<file path="config.mk">
export PLATFORM = sky130hd
export DESIGN_NAME = crie_top
export DESIGN_NICKNAME = d
export VERILOG_FILES = /design/src/verilog/crie_state_enc.v /design/src/verilog/crie_top.v
export VERILOG_INCLUDE_DIRS = /design/src /design/src/verilog
export SDC_FILE = /design/constraint.sdc
export NUM_CORES = 1
export LEC_CHECK = 0
export BUFFER_PORTS_ARGS = -buffer_cell sky130_fd_sc_hd__buf_2
export CORE_ASPECT_RATIO = 1.2
export CORE_UTILIZATION = 45
export CTS_BUF_LIST = sky130_fd_sc_hd__clkbuf_4 sky130_fd_sc_hd__clkbuf_8
export CTS_CLUSTER_SIZE = 12
export DETAILED_ROUTE_END_ITERATION = 12
export GPL_TIMING_DRIVEN = 0
export PLACE_DENSITY = 0.78
export REMOVE_ABC_BUFFERS = 1
export SYNTH_ARGS = -nofsm -noshare
export SYNTH_HDL_FRONTEND = slang
export SYNTH_SLANG_ARGS = --single-unit
</file>
<file path="constraint.sdc">
create_clock -name clk_sys_i -period 1.3 [get_ports clk_sys_i]
set_clock_uncertainty 0.05 [all_clocks]
set_input_delay 0 -clock clk_sys_i [delete_from_list [all_inputs] [get_ports clk_sys_i]]
set_output_delay 0 -clock clk_sys_i [all_outputs]
set_load 0.1 [all_outputs]
</file>
<file path="src/verilog/crie_regs.vh">
`ifndef CRIE_REGS_VH
`define CRIE_REGS_VH

// ****************************************
// Register addresses on the plain port
// ****************************************
`define CRIE_ADDR_W 8
`define CRIE_ADDR_FLAG 8'h04
`define CRIE_ADDR_IEN 8'h05

// ****************************************
// Field positions, shared by flag and enable registers
// ****************************************
`define CRIE_BIT_WAKE 7
`define CRIE_BIT_CSC 6
`define CRIE_RX_HI 5
`define CRIE_RX_LO 4
`define CRIE_TX_HI 3
`define CRIE_TX_LO 2
`define CRIE_BIT_OVR 1
`define CRIE_BIT_RXF 0

// ****************************************
// Reset values
// ****************************************
`define CRIE_IEN_RESET 8'h00
`define CRIE_FLAG_RESET 8'h00
`define CRIE_STATE_RESET 2'h0

// ****************************************
// Error state thresholds and encodings
// ****************************************
`define CRIE_WARN_LIMIT 96
`define CRIE_PASSIVE_LIMIT 127
`define CRIE_BUS_OFF_LIMIT 255
`define CRIE_ST_OK 2'h0
`define CRIE_ST_WARN 2'h1
`define CRIE_ST_PASSIVE 2'h2
`define CRIE_ST_BUS_OFF 2'h3
`define CRIE_SENS_NONE 2'h0
`define CRIE_SENS_BUS_OFF 2'h1
`define CRIE_SENS_PASSIVE 2'h2
`define CRIE_SENS_ALL 2'h3

`endif

</file>
<file path="src/verilog/crie_state_enc.v">
`timescale 1ns/1ps
`include "crie_regs.vh"

// ****************************************
// Error state encoder and sensitivity filter
// ****************************************
module crie_state_enc #(
    parameter CNT_W = 9
) (
    input wire [CNT_W-1:0] err_count_i,
    input wire bus_off_i,
    input wire [1:0] shown_state_i,
    input wire [1:0] sensitivity_i,
    output reg [1:0] actual_state_o,
    output reg change_hit_o
);

    localparam [CNT_W-1:0] WARN_LIM = `CRIE_WARN_LIMIT;
    localparam [CNT_W-1:0] PASS_LIM = `CRIE_PASSIVE_LIMIT;

    reg changed;

    // Bus-off dominates; otherwise the counter decides the band
    always @* begin
        if (bus_off_i) begin
            actual_state_o = `CRIE_ST_BUS_OFF;
        end else if (err_count_i > PASS_LIM) begin
            actual_state_o = `CRIE_ST_PASSIVE;
        end else if (err_count_i > WARN_LIM) begin
            actual_state_o = `CRIE_ST_WARN;
        end else begin
            actual_state_o = `CRIE_ST_OK;
        end
    end

    // Compare against the last shown state, not the last actual state
    always @* begin
        changed = (actual_state_o != shown_state_i);
        case (sensitivity_i)
            `CRIE_SENS_BUS_OFF: change_hit_o = changed &&
                ((actual_state_o == `CRIE_ST_BUS_OFF) || (shown_state_i == `CRIE_ST_BUS_OFF));
            `CRIE_SENS_PASSIVE: change_hit_o = changed && (actual_state_o[1] || shown_state_i[1]);
            `CRIE_SENS_ALL: change_hit_o = changed;
            default: change_hit_o = 1'b0;
        endcase
    end

endmodule

</file>
<file path="src/verilog/crie_top.v">
`timescale 1ns/1ps
`include "crie_regs.vh"

module crie_top #(
    parameter REC_W = 8,
    parameter TEC_W = 9
) (
    input wire clk_sys_i,
    input wire rst_n_i,
    input wire [7:0] reg_addr_i,
    input wire [7:0] reg_wdata_i,
    input wire reg_wr_i,
    input wire reg_rd_i,
    output reg [7:0] reg_rdata_o,
    input wire init_request_i,
    input wire init_acknowledge_i,
    input wire wake_up_enable_i,
    input wire wake_event_i,
    input wire overrun_event_i,
    input wire rx_full_event_i,
    input wire [REC_W-1:0] rx_err_count_i,
    input wire [TEC_W-1:0] tx_err_count_i,
    output reg wake_irq_o,
    output reg error_irq_o,
    output reg rx_irq_o,
    output reg irq_o
);

    // ****************************************
    // Local constants
    // ****************************************
    // Compared at the transmit counter's width
    localparam [TEC_W-1:0] BUS_OFF_LIM = `CRIE_BUS_OFF_LIMIT;

    // ****************************************
    // Registers and combinational terms
    // ****************************************
    reg wake_irq_enable;
    reg status_change_irq_enable;
    reg [1:0] rx_state_sensitivity;
    reg [1:0] tx_state_sensitivity;
    reg overrun_irq_enable;
    reg rx_full_irq_enable;

    reg wake_flag;
    reg status_change_flag;
    reg [1:0] rx_state_bits;
    reg [1:0] tx_state_bits;
    reg overrun_flag;
    reg rx_full_flag;

    wire init_mode;
    wire write_open;
    wire ien_write;
    wire flag_write;
    wire tx_bus_off;
    wire [1:0] rx_actual;
    wire [1:0] tx_actual;
    wire rx_hit;
    wire tx_hit;
    wire [7:0] ien_value;
    wire [7:0] flag_value;
    wire ien_sel;
    wire flag_sel;
    wire wake_set;
    wire wake_clear;
    wire status_clear;
    wire overrun_clear;
    wire rx_full_clear;
    reg [7:0] next_rdata;
    reg next_wake_irq;
    reg next_error_irq;
    reg next_rx_irq;
    reg next_irq;

    // ****************************************
    // Mode, write and clear decode
    // ****************************************

    // Controller mode decode
    assign init_mode = init_request_i & init_acknowledge_i;
    // Address match, shared by the write and read paths
    assign ien_sel = (reg_addr_i == `CRIE_ADDR_IEN);
    assign flag_sel = (reg_addr_i == `CRIE_ADDR_FLAG);
    // enable write gate; a half-entered init mode also refuses enable writes, while flag clears pass in any mode
    assign write_open = ~init_request_i & ~init_acknowledge_i;
    assign ien_write = reg_wr_i && ien_sel && write_open;
    assign flag_write = reg_wr_i && flag_sel;

    // Write one to clear, one strobe per flag; zeros leave a flag alone
    assign wake_clear = flag_write & reg_wdata_i[`CRIE_BIT_WAKE];
    assign status_clear = flag_write & reg_wdata_i[`CRIE_BIT_CSC];
    assign overrun_clear = flag_write & reg_wdata_i[`CRIE_BIT_OVR];
    assign rx_full_clear = flag_write & reg_wdata_i[`CRIE_BIT_RXF];

    // wake activity counts only with the controller's wake-up enable
    assign wake_set = wake_event_i & wake_up_enable_i;

    // bus-off from transmit counter
    // Shared by both encoders: bus-off also drives the receiver state
    assign tx_bus_off = (tx_err_count_i > BUS_OFF_LIM);

    assign ien_value = {wake_irq_enable, status_change_irq_enable, rx_state_sensitivity,
                        tx_state_sensitivity, overrun_irq_enable, rx_full_irq_enable};
    assign flag_value = {wake_flag, status_change_flag, rx_state_bits,
                         tx_state_bits, overrun_flag, rx_full_flag};

    // ****************************************
    // Error state encoders
    // ****************************************

    // Both encoders see one bus-off term, so they never disagree on it
    // receiver band, bus-off forced by transmitter
    crie_state_enc #(
        .CNT_W(REC_W)
    ) u_rx_enc (
        .err_count_i(rx_err_count_i),
        .bus_off_i(tx_bus_off),
        .shown_state_i(rx_state_bits),
        .sensitivity_i(rx_state_sensitivity),
        .actual_state_o(rx_actual),
        .change_hit_o(rx_hit)
    );

    // Transmitter uses the same bands on its own counter
    crie_state_enc #(
        .CNT_W(TEC_W)
    ) u_tx_enc (
        .err_count_i(tx_err_count_i),
        .bus_off_i(tx_bus_off),
        .shown_state_i(tx_state_bits),
        .sensitivity_i(tx_state_sensitivity),
        .actual_state_o(tx_actual),
        .change_hit_o(tx_hit)
    );

    // ****************************************
    // Interrupt enable register
    // ****************************************

    // Enable bits: reset in init mode, written only outside it
    // Init mode is sampled on the clock, so it takes hold one edge late
    always @(posedge clk_sys_i or negedge rst_n_i) begin
        if (!rst_n_i) begin
            wake_irq_enable <= 1'b0;
            status_change_irq_enable <= 1'b0;
            overrun_irq_enable <= 1'b0;
            rx_full_irq_enable <= 1'b0;
        end else if (init_mode) begin
            wake_irq_enable <= 1'b0;
            status_change_irq_enable <= 1'b0;
            overrun_irq_enable <= 1'b0;
            rx_full_irq_enable <= 1'b0;
        end else if (ien_write) begin
            wake_irq_enable <= reg_wdata_i[`CRIE_BIT_WAKE];
            status_change_irq_enable <= reg_wdata_i[`CRIE_BIT_CSC];
            overrun_irq_enable <= reg_wdata_i[`CRIE_BIT_OVR];
            rx_full_irq_enable <= reg_wdata_i[`CRIE_BIT_RXF];
        end
    end

    // Sensitivity fields survive init mode so a re-init keeps the filter setup
    // Written only outside init mode, like the enable bits
    always @(posedge clk_sys_i or negedge rst_n_i) begin
        if (!rst_n_i) begin
            rx_state_sensitivity <= `CRIE_STATE_RESET;
            tx_state_sensitivity <= `CRIE_STATE_RESET;
        end else if (ien_write) begin
            rx_state_sensitivity <= reg_wdata_i[`CRIE_RX_HI:`CRIE_RX_LO];
            tx_state_sensitivity <= reg_wdata_i[`CRIE_TX_HI:`CRIE_TX_LO];
        end
    end

    // ****************************************
    // Event flags, write one to clear
    // ****************************************

    // Simple sticky flags; a set in the clearing cycle wins
    // Init mode leaves these flags alone; only software clears them
    always @(posedge clk_sys_i or negedge rst_n_i) begin
        if (!rst_n_i) begin
            wake_flag <= 1'b0;
            overrun_flag <= 1'b0;
            rx_full_flag <= 1'b0;
        end else begin
            // Wake flag from the gated wake event
            if (wake_set) begin
                wake_flag <= 1'b1;
            end else if (wake_clear) begin
                wake_flag <= 1'b0;
            end
            if (overrun_event_i) begin
                overrun_flag <= 1'b1;
            end else if (overrun_clear) begin
                overrun_flag <= 1'b0;
            end
            if (rx_full_event_i) begin
                rx_full_flag <= 1'b1;
            end else if (rx_full_clear) begin
                rx_full_flag <= 1'b0;
            end
        end
    end

    // Status change flag and shown state bits
    // A change hidden by the freeze is caught once the flag clears,
    // since the filter compares against the shown state
    always @(posedge clk_sys_i or negedge rst_n_i) begin
        if (!rst_n_i) begin
            status_change_flag <= 1'b0;
            rx_state_bits <= `CRIE_ST_OK;
            tx_state_bits <= `CRIE_ST_OK;
        end else if (status_change_flag) begin
            if (status_clear) begin
                status_change_flag <= 1'b0;
            end
        end else begin
            rx_state_bits <= rx_actual;
            tx_state_bits <= tx_actual;
            if (rx_hit || tx_hit) begin
                status_change_flag <= 1'b1;
            end
        end
    end

    // ****************************************
    // Interrupt requests
    // ****************************************

    // Level terms; the flop below adds one cycle of lag
    always @* begin
        next_wake_irq = wake_flag & wake_irq_enable;
        next_error_irq = (status_change_flag & status_change_irq_enable) |
                         (overrun_flag & overrun_irq_enable);
        next_rx_irq = rx_full_flag & rx_full_irq_enable;
        next_irq = next_wake_irq | next_error_irq | next_rx_irq;
    end

    // Registered so every output comes from a flop; one cycle behind the flags
    always @(posedge clk_sys_i or negedge rst_n_i) begin
        if (!rst_n_i) begin
            wake_irq_o <= 1'b0;
            error_irq_o <= 1'b0;
            rx_irq_o <= 1'b0;
            irq_o <= 1'b0;
        end else begin
            wake_irq_o <= next_wake_irq;
            error_irq_o <= next_error_irq;
            rx_irq_o <= next_rx_irq;
            irq_o <= next_irq;
        end
    end

    // ****************************************
    // Read port
    // ****************************************

    // Read mux; unmapped addresses read zero
    always @* begin
        if (ien_sel) begin
            next_rdata = ien_value;
        end else if (flag_sel) begin
            next_rdata = flag_value;
        end else begin
            next_rdata = 8'h00;
        end
    end

    // Data is zero outside its slot, so a late sample cannot see stale data
    // reads allowed at any time; data valid only in the cycle after the strobe
    always @(posedge clk_sys_i or negedge rst_n_i) begin
        if (!rst_n_i) begin
            reg_rdata_o <= 8'h00;
        end else if (reg_rd_i) begin
            reg_rdata_o <= next_rdata;
        end else begin
            reg_rdata_o <= 8'h00;
        end
    end

endmodule

</file>
# --- Word level (Yosys, flattened, before mapping) ---
# Cells that the tools add are included.
classes:
  n_mul: 0
  muxes: 28
  shift: 0
  add_sub_neg: 0
  eq_ne: 14
  div_mod_pow: 0
  n_reduce_logical: 16
  bitwise_logic: 16
  order_cmp: 5
ops:
  columns: ["op", "n"]
  rows:
  - ["$mux 8", 3]
  - ["$mux 1", 19]
  - ["$gt 9x7->1 const B", 2]
  - ["$eq 2x2->1 const B", 8]
  - ["$eq 8x3->1 const B", 2]
  - ["$gt 8x7->1 const B", 2]
  - ["$and 1x1->1", 11]
  - ["$gt 9x8->1 const B", 1]
  - ["$mux 2", 4]
  - ["$reduce_bool 2->1", 4]
  - ["$logic_and 1x1->1", 7]
  - ["$pmux 1 s3", 2]
  - ["$logic_or 1x1->1", 5]
  - ["$eq 2x1->1 const B", 2]
  - ["$ne 2x2->1", 2]
  - ["$or 1x1->1", 3]
  - ["$not 1->1", 2]
totals:
  n_memories: 0
  rom_bits: 0
  output_inout_bits: 12
  ramBits: 0
  word_cells: 96
  latchBits: 0
  input_bits: 43
  ff_bits: 28

# --- Depth between registers and ports, before layout ---
# Gate-level depths: netlist of the first run.
logic_depth:
  word_depth: 11
  mapped_depth: 7
  ltp_nobuf: 6

# --- Cells and area by module ---
# Synthesis of the first run repeated with hierarchy kept, for this count alone.
unflattened:
  hier_cells: 134
  area_unflattened_um2: 1530.2
by_module_without_submodules:
  columns: ["module", "instances", "cells_per_inst", "seq_area_each_um2", "area_each_um2"]
  rows:
  - ["crie_top", 1, 86, 700.7, 1174.9]
  - ["crie_state_enc at u_tx_enc", 1, 25, 0.0, 178.9]
  - ["crie_state_enc at u_rx_enc", 1, 23, 0.0, 176.4]

# --- Least setup slack after synthesis of the first run ---
# OpenSTA, ideal clock, no wires.
synth_path:
  path_type: "input to register"
  from: "in reg_addr_i[6]"
  to: "reg rx_state_sensitivity[0]"
  path_stages: 5
  n_path_buf: 1
  slack_ps: -249
  arrival_ps: 1371
  t_required_ps: 1123
  setup_ps: 127
  cell_sequence: "or4b_4 -> nor3_4 -> and3_1 -> buf_4 -> mux2_1"
synth_via:
  elab_chain_len: 3
synth_lines:
  columns: ["item", "line_no", "text"]
  rows:
  - ["start: declaration", "crie_top.v:10", "input wire [7:0] reg_addr_i,"]
  - ["$eq 8x3->1 (no source line)", null, null]
  - ["$logic_and 1x1->1 (2 in series)", "crie_top.v:87", "assign ien_write = reg_wr_i && ien_sel && write_open;"]
  - ["end signal: assignment", "crie_top.v:166", "rx_state_sensitivity <= `CRIE_STATE_RESET;"]
  - ["end signal: assignment", "crie_top.v:169", "rx_state_sensitivity <= reg_wdata_i[`CRIE_RX_HI:`CRIE_RX_LO];"]
  - ["end: declaration", "crie_top.v:40", "reg [1:0] rx_state_sensitivity;"]
# No other way between the ends.
# A chain may end at the register's enable or synchronous reset.

# --- Final worst setup path of the first run ---
layout_path:
  from: "reg tx_state_bits[1]"
  to: "reg status_change_flag"
layout_via:
  elab_chain_len: 7
  word_cells_on_any_way: 10
  classes_between: "eq/ne: 2; mux: 3; reduce/logical: 5"
layout_lines:
  columns: ["item", "line_no", "text"]
  rows:
  - ["start: declaration", "crie_top.v:48", "reg [1:0] tx_state_bits;"]
  - ["start signal: assignment", "crie_top.v:212", "tx_state_bits <= `CRIE_ST_OK;"]
  - ["start signal: assignment", "crie_top.v:219", "tx_state_bits <= tx_actual;"]
  - ["$eq 2x2->1 (no source line)", null, null]
  - ["$logic_or 1x1->1", "crie_state_enc.v:41", "((actual_state_o == `CRIE_ST_BUS_OFF) || (shown_state_i == `CRIE_ST_BUS_OFF));"]
  - ["$logic_and 1x1->1", "crie_state_enc.v:40", "`CRIE_SENS_BUS_OFF: change_hit_o = changed &&"]
  - ["$pmux 1 s3 (*)", "crie_state_enc.v:39", "case (sensitivity_i)"]
  - ["$logic_or 1x1->1 (*)", "crie_top.v:220", "if (rx_hit || tx_hit) begin"]
  - ["$mux 1 (*)", "crie_top.v:220", null]
  - ["$mux 1 (*)", "crie_top.v:213", "end else if (status_change_flag) begin"]
  - ["end signal: assignment", "crie_top.v:210", "status_change_flag <= 1'b0;"]
  - ["end signal: assignment", "crie_top.v:215", "status_change_flag <= 1'b0;"]
  - ["end signal: assignment", "crie_top.v:221", "status_change_flag <= 1'b1;"]
  - ["end: declaration", "crie_top.v:46", "reg status_change_flag;"]
# Every way passes the cells marked *; elsewhere a longest branch is shown, timed or not.

==> results of run 1 <==
## power by group through the flow
stage / combinational (uW) / sequential (uW) / clock, uW
after global placement: 164 / 908 / 0
after global routing: 259 / 894 / 399
after CTS: 228 / 892 / 357
final: 234 / 893 / 345
after detailed placement: 173 / 909 / 0
after floorplan: 62.8 / 910 / 0
## cells by family (layout without fill, tap and decap cells)
| group | count (synthesis) | count (layout) | share of synthesized area |
|---|---|---|---|
| and+or+nand+nor | 44 | 44 | 0.181 |
| AOI/OAI and AO/OA | 31 | 31 | 0.169 |
| DFF | 28 | 28 | 0.484 |
| buffers and inverters | 15 | 94 | 0.0450 |
| adders and majority gates | 8 | 8 | 0.0692 |
| muxes | 7 | 7 | 0.0519 |
## what timing repair did
action,in CTS,in global routing
buffers inserted,5,3
pin swaps,3,4
endpoints found under the setup margin,21,13
hold buffers,19,0
endpoints found under the hold margin,49,0
gates resized for setup,3,7
## per-stage QoR
stage	total power (uW)	cells	hold WS, ns	utilization	setup TNS [ns]
2_1_floorplan	973	128	-0.346	-	-3.16
3_3_place_gp	1070	218	-0.0113	0.568	-8.93
3_5_place_dp	1080	218	-0.00361	0.568	-9.49
4_1_cts	1480	245	0.00961	0.653	-0.131
5_1_grt	1550	248	0.0271	0.670	-0.272
6_report	1470	248	0.0106	0.670	-0.139
## critical path, delay by kind of cell (launching register included)
kind	cells	cell delay, ns
adder cells (fa/ha/maj)	1	0.28
multiplexers	1	0.15
buffers and inverters	1	0.04
AND/OR/NAND/NOR	1	0.31
flip-flops	1	0.39
AO/OA/AOI/OAI	1	0.09
## state kept, by name (all words and copies together) (netlist names), 2 cells and up
| name | count |
|---|---|
| tx_state_bits | 2 |
| rx_state_sensitivity | 2 |
| tx_state_sensitivity | 2 |
| rx_state_bits | 2 |
| reg_rdata_o | 8 |
## worst min-delay path by stage
stage	endpoint	slack, ns	from	cells after the start
finish	tx_state_bits[1]$_DFFE_PN0N_	0.01	tx_err_count_i[8]	3
global route	tx_state_bits[1]$_DFFE_PN0N_	0.03	tx_err_count_i[8]	3
CTS	tx_state_bits[1]$_DFFE_PN0N_	0.01	tx_err_count_i[8]	3
detailed placement	tx_state_sensitivity[0]$_DFFE_PN0P_	-0.004	rst_n_i	1
global placement	tx_state_bits[1]$_DFFE_PN0N_	-0.01	rst_n_i	1
floorplan	error_irq_o$_DFF_PN0_	-0.35	rst_n_i	0
## routing by layer
layer	track usage	vias up	wire, um
met2	0.381	63	1890
li1	-	644	-
met5	0	-	0
met3	0.0190	8	201
met1	0.261	623	1360
met4	0.0987	0	89
## cell usage in the layout (no fill, tap or decap), types with 4 or more instances in the layout
cell           count
a22oi_1            8
a32oi_1            4
buf_2             53
buf_4              7
dfrtp_1           28
dlygate4sd3_1     19
ha_1               8
inv_1              9
nand2_1            4
nand3_1            4
nor2_1             7
nor2b_1            9
nor3_1             8
o2bb2ai_1          7
## layout make-up
class                      count  area, um^2
timing repair buffer          81         531
tap                           36        45.0
clock buffer                   3        22.5
multi-input combinational     90         709
inverter                      10        37.5
sequential                    28         701
fill                         237        1010
==> reports/metrics.csv, run 1 <==
stage;metric;value;unit
routing;vias;1338;
timing;fmax;709;MHz
setup_path;crit_type;register to register;
clock_network;clk_latency;0.32;ns
power_and_ir_drop;vdd_drop_max;620;uV
layout;antenna_cells;0;
synth;synth_top_area_cell;dfrtp_1;
global_routing;grt_pass1_wl;5.54;mm
synth;synthTopCellsByArea;dfrtp_1 48%, ha_1 6.9%, o2bb2ai_1 4.2%;
routing;finalWirelength;3.55;mm
place;hpwl;2.37;mm
place;post_dp_cell_area;1730;um^2
setup_path;crit_path_start;tx_state_bits[1]$_DFFE_PN0N_;
synth;yosysMostFrequentCell;dfrtp_1;
setup_path;worstPathRequired;1.47;ns
synth;syn-mean-instance-area;10.9;um^2
place;pre_cts_ws;-0.773;ns
setup_path;setup.worst_path.start_class;register;
clock_network;cts_buffers;3;
global_routing;grt_pass1_vias;1309;
flow_run;cap_violations;0;
setup_path;end_kind;register;
clock_network;ctsRootBufferMaster;clkbuf_4;
synth;yosysTopAreaCellShare;0.484;
outcome;violations;setup timing;
clock_network;cts_buffer_depth;2;
global_routing;grt_use_total;0.219;
timing;fin_crit;1.41;ns
setup_path;slowest_delay;0.39;ns
timing;rsz0062_at_grt;yes;
synth;synth-async-reset-ratio;1.00;
clock_network;path_clk_slew;0.14;ns
power_and_ir_drop;p_comb_frac;0.159;
setup_path;r2r_end;status_change_flag$_DFF_PN0_;
routing;ant_nets;0;
power_and_ir_drop;pwr-share-clk;0.234;
power_and_ir_drop;p_int;1120;uW
place;port_buffers;54;
routing;drtIter0Drc;47;
floorplanning;start_util;0.473;
floorplanning;dieArea;3450;um^2
timing;max_slew_margin;0.600;
timing;fin_ws;-0.111;ns
synth;ys_ff_latch;28;
timing;worst_pin_slew;0.600;ns
timing;finalSetupViolCount;2;
min_path;hp-class;primary input to register;
routing;first_pass_iters;4;
floorplanning;rows;22;
timing;slew_violations;0;
layout;drive_above_1_share;0.349;
setup_path;timing.rr.start;tx_state_bits[1]$_DFFE_PN0N_;
routing;via_per_inst;5.40;
layout;synthToLayoutAreaGrowth;41.4;%
setup_path;reg2reg_depth;5;
synth;synthDistinctLibCells;31;
clock_network;cts_sinks;28;
outcome;status;complete, but fails checks;
layout;nets;265;
setup_path;cp_max_fo;2;
floorplanning;die_w;53.8;um
floorplanning;ios;55;
clock_network;h-tree-depth;1;
power_and_ir_drop;p_switching;353;uW
floorplanning;coreArea;3060;um^2
power_and_ir_drop;sw_frac_of_total;0.240;
power_and_ir_drop;power.leakage;0.00101;uW
setup_path;crit_path_end;status_change_flag$_DFF_PN0_;
timing;hold_viol;0;
setup_path;crit_path_top_delay_cell;dfrtp_1;
routing;drt-wirelength-per-cell;14.3;um
timing;finalCritPeriodShare;1.09;
setup_path;r2r_slack;-0.11;ns
layout;stdcell_area;2050;um^2
synth;ys_seq_area_frac;0.484;
synth;synth-edff-count;0;
global_routing;antenna_found_initial;0;
setup_path;arrival;1.59;ns
synth;yosysWarnings;0;
synth;syn-instance-count;133;
power_and_ir_drop;seq_power_share;0.607;
synth;synth_ff_type;dfrtp_1;
global_routing;grt_overflow;0;
global_routing;grt_start_max_net_pins;29;
power_and_ir_drop;p_per_area;719;nW/um^2
routing;route.detailed.drc;0;
synth;synth_common_cells;28 x dfrtp_1, 10 x inv_1, 9 x nor2b_1;
floorplanning;dieHeight;64.1;um
setup_path;crit_chain;inv_2 > ha_1 > or3_1 > mux2i_1 > o2bb2ai_1;
synth;synth_area;1450;um^2
clock_network;cts_tree;yes;
place;place.gp.congestion;0.800;
Power figures use the tool's default switching activity.
==> run 2: changes to the inputs <==
--- a/config.mk
+++ b/config.mk
@@ -7,4 +7,5 @@
 export NUM_CORES = 1
 export LEC_CHECK = 0
+export ABC_AREA = 1
 export BUFFER_PORTS_ARGS = -buffer_cell sky130_fd_sc_hd__buf_2
 export CORE_ASPECT_RATIO = 1.2
--- a/constraint.sdc
+++ b/constraint.sdc
@@ -3,3 +3,3 @@
 set_input_delay 0 -clock clk_sys_i [delete_from_list [all_inputs] [get_ports clk_sys_i]]
 set_output_delay 0 -clock clk_sys_i [all_outputs]
-set_load 0.1 [all_outputs]
+set_load 0.05 [all_outputs]
==> run 2 against run 1 <==
The flow still finishes with violations (setup timing). Via count increased by 8.6%. Critical endpoint unchanged. Register-to-register slack improved by 0.06 ns. Sequential share of layout area shrank 0.66 points. Non-clock buffer count increased by 3. Worst hold slack got worse by 0.0093 ns. Fmax up 4.3%.
==> reports/metrics.csv, run 2 <==
stage;metric;value;unit;change
outcome;status;complete, but fails checks;;
outcome;violations;setup timing;;
place;dp.cells;270;;+24%
synth;synth-edff-count;0;;unchanged
synth;synth-async-reset-ratio;1.00;;unchanged
layout;antenna_cells;0;;unchanged
routing;via_per_inst;4.80;;-11%
global_routing;grt_pass1_wl;5.36;mm;-3.2%
timing;fmax;739;MHz;+4.3%
power_and_ir_drop;p_comb_frac;0.234;;+0.075
power_and_ir_drop;vdd_drop_max;595;uV;-4.0%
layout;mostFrequentLayoutCells;54 x buf_2, 49 x nand2_1, 29 x inv_1, 28 x dfrtp_1, 22 x dlygate4sd3_1;;
timing;finalCritPeriodShare;1.04;;-0.0448
global_routing;grt_pass1_vias;1295;;-1.1%
setup_path;crit_type;register to register;;
timing;hold_viol;0;;unchanged
power_and_ir_drop;sw_frac_of_total;0.295;;+0.0549
setup_path;setup.worst_path.start_class;register;;
place;place.gp.congestion;0.769;;-3.9%
timing;max_slew_margin;0.592;;-0.00802
synth;yosysWarnings;0;;unchanged
synth;yosysMostFrequentCell;nand2_1;;
floorplanning;start_util;0.472;;-0.000980
synth;syn-mean-instance-area;8.05;um^2;-26%
layout;regMostFlops;reg_rdata_o;;
timing;fin_crit;1.35;ns;-0.0583 ns
synth;synth_ff_type;dfrtp_1;;
power_and_ir_drop;p_int;1240;uW;+11%
layout;stdcell_count;303;;+22%
setup_path;cp_max_fo;4;;+2
clock_network;clk_latency;0.32;ns;about the same
layout;final_common_cell;buf_2;;
setup_path;timing.rr.start;tx_state_sensitivity[1]$_DFFE_PN0P_;;
routing;route.detailed.drc;0;;unchanged
layout;postLayoutCoreUtil;0.677;;+0.00701
timing;fin_tns_setup;-0.0527;ns;+0.0862 ns
min_path;hp-class;primary input to register;;
setup_path;crit_path_start;tx_state_sensitivity[1]$_DFFE_PN0P_;;
clock_network;ctsRootBufferMaster;clkbuf_4;;
clock_network;path_clk_slew;0.14;ns;about the same
global_routing;antenna_found_initial;0;;unchanged
clock_network;cts_tree;yes;;
clock_network;h-tree-depth;1;;unchanged
layout;largest_reg_flops;8;;unchanged
floorplanning;coreArea;3080;um^2;+0.90%
floorplanning;rows;22;;unchanged
setup_path;worstPathRequired;1.48;ns;about the same
layout;synthToLayoutAreaGrowth;43.2;%;
synth;synthDistinctLibCells;17;;-45%
layout;fillCellCount;273;;+15%
global_routing;grt_overflow;0;;unchanged
setup_path;arrival;1.54;ns;-0.05 ns
routing;ant_nets;0;;unchanged
synth;ys_seq_area_frac;0.481;;-0.00333
layout;nets;320;;+21%
timing;slew_violations;0;;unchanged
synth;yosysTopAreaCellShare;0.481;;-0.00333
flow_run;cap_violations;0;;unchanged
min_path;holdCritStartpoint;reg_addr_i[1];;
clock_network;cts_buffer_depth;2;;unchanged
setup_path;reg2reg_depth;9;;+4
floorplanning;dieHeight;64.3;um;+0.34%
routing;finalWirelength;3.42;mm;-3.7%
synth;synth_common_cells;49 x nand2_1, 32 x inv_1, 28 x dfrtp_1, 20 x nor2_1, 12 x a21oi_1;;
power_and_ir_drop;pwr-share-clk;0.197;;-0.037
synth;synth_top_area_cell;dfrtp_1;;
synth;synthTopCellsByArea;dfrtp_1 48%, nand2_1 13%, inv_1 8.2%;;
routing;first_pass_iters;6;;+2
timing;finalSetupViolCount;1;;-1
floorplanning;ios;55;;unchanged
power_and_ir_drop;seq_power_share;0.570;;-0.037
synth;synth_area;1460;um^2;+0.69%
floorplanning;dieArea;3470;um^2;+0.66%
clock_network;cts_sinks;28;;unchanged
synth;syn-instance-count;181;;+36%
routing;drtIter0Drc;59;;+26%
timing;rsz0062_at_grt;yes;;
timing;fin_ws;-0.0527;ns;+0.0583 ns
clock_network;cts_buffers;3;;unchanged
floorplanning;die_w;53.9;um;+0.33%
global_routing;grt_start_max_net_pins;29;;unchanged
routing;vias;1453;;+8.6%
place;hpwl;2.20;mm;-7.4%
min_path;holdPathStages;4;;+1
global_routing;grt_use_total;0.206;;-0.0127
power_and_ir_drop;p_per_area;840;nW/um^2;+17%
power_and_ir_drop;p_switching;516;uW;+46%
layout;drive_above_1_share;0.285;;-0.0644
routing;drt-wirelength-per-cell;11.3;um;-21%
synth;ys_ff_latch;28;;unchanged
setup_path;end_kind;register;;
timing;worst_pin_slew;0.613;ns;+0.0120 ns
power_and_ir_drop;power.leakage;0.00117;uW;+15%
place;port_buffers;54;;unchanged
run 2: changes by cell type after synthesis, moves of 9 or more:
| cell | change |
|---|---|
| nor2b_1 | -9 |
| nand2_1 | +45 |
| o21ai_0 | +10 |
| a21oi_1 | +10 |
| inv_1 | +22 |
| nor2_1 | +13 |
run 2: stage by stage:
stage	setup slack, ns	instance area, um^2	hold WS [ns]	power [uW]
after floorplan	0.0354	1450	-0.346	1210
after global placement	-0.0998	1760	-0.00834	1340
after detailed placement	-0.131	1760	-0.00515	1360
after CTS	-0.0823	2030	-0.0293	1750
after global routing	-0.179	2090	0.00760	1860
final	-0.0527	2090	0.00135	1750
run 2: final timing paths:
path                                                end  slack, ns
max in group asynchronous      rx_full_flag$_DFFE_PN0P_       0.64
min                            reg_rdata_o[3]$_DFF_PN0_      0.001
max                        status_change_flag$_DFF_PN0_      -0.05
max reg2reg                status_change_flag$_DFF_PN0_      -0.05
min in group asynchronous  tx_state_bits[1]$_DFFE_PN0N_       0.16
min reg2reg                          rx_irq_o$_DFF_PN0_       0.49
run 2: power by group through the flow:
stage / registers (uW) / logic (uW) / clock network [uW]
finish: 998 / 410 / 345
global route: 1010 / 469 / 386
CTS: 996 / 396 / 354
detailed placement: 1010 / 342 / 0
global placement: 1010 / 327 / 0
floorplan: 1000 / 207 / 0
run 2: logic make-up after synthesis:
group           count (synthesis)  share of synthesized area
buf+inv                        34                     0.0928
flops                          28                      0.481
fa+ha+maj                       8                     0.0687
compound gates                 29                      0.106
simple gates                   82                      0.252
run 2: area by class of cell:
cell class | count | area, um^2 | area share
clock buffer | 3 | 22.5 | 0.0108
inverter | 33 | 124 | 0.0594
timing repair buffer | 84 | 551 | 0.264
tap | 36 | 45.0 | 0.0216
multi-input combinational | 119 | 643 | 0.308
sequential | 28 | 701 | 0.336
run 2: critical path, stage by stage, from the launching register on:
cell	delay, ns
dfrtp_1	0.45
ha_2	0.21
nor2_2	0.08
o21ai_1	0.07
a31oi_1	0.12
nor2_1	0.06
nand2_1	0.07
nand2_1	0.06
nand2_1	0.05
nand2_1	0.04
run 2: routing by layer:
layer,track usage,part of all wire,vias up
met5,0,0,-
met2,0.352,0.53,55
met1,0.268,0.41,651
met3,0.0167,0.049,7
li1,-,-,740
met4,0.0625,0.012,0
run 2: what timing repair did:
item                                    CTS  global route
pin swaps                                 2             5
endpoints found under the setup margin    1            11
hold buffers                             21             1
buffers inserted                          4             4
hold endpoints to repair                 51             1
gates resized for setup                   3             7
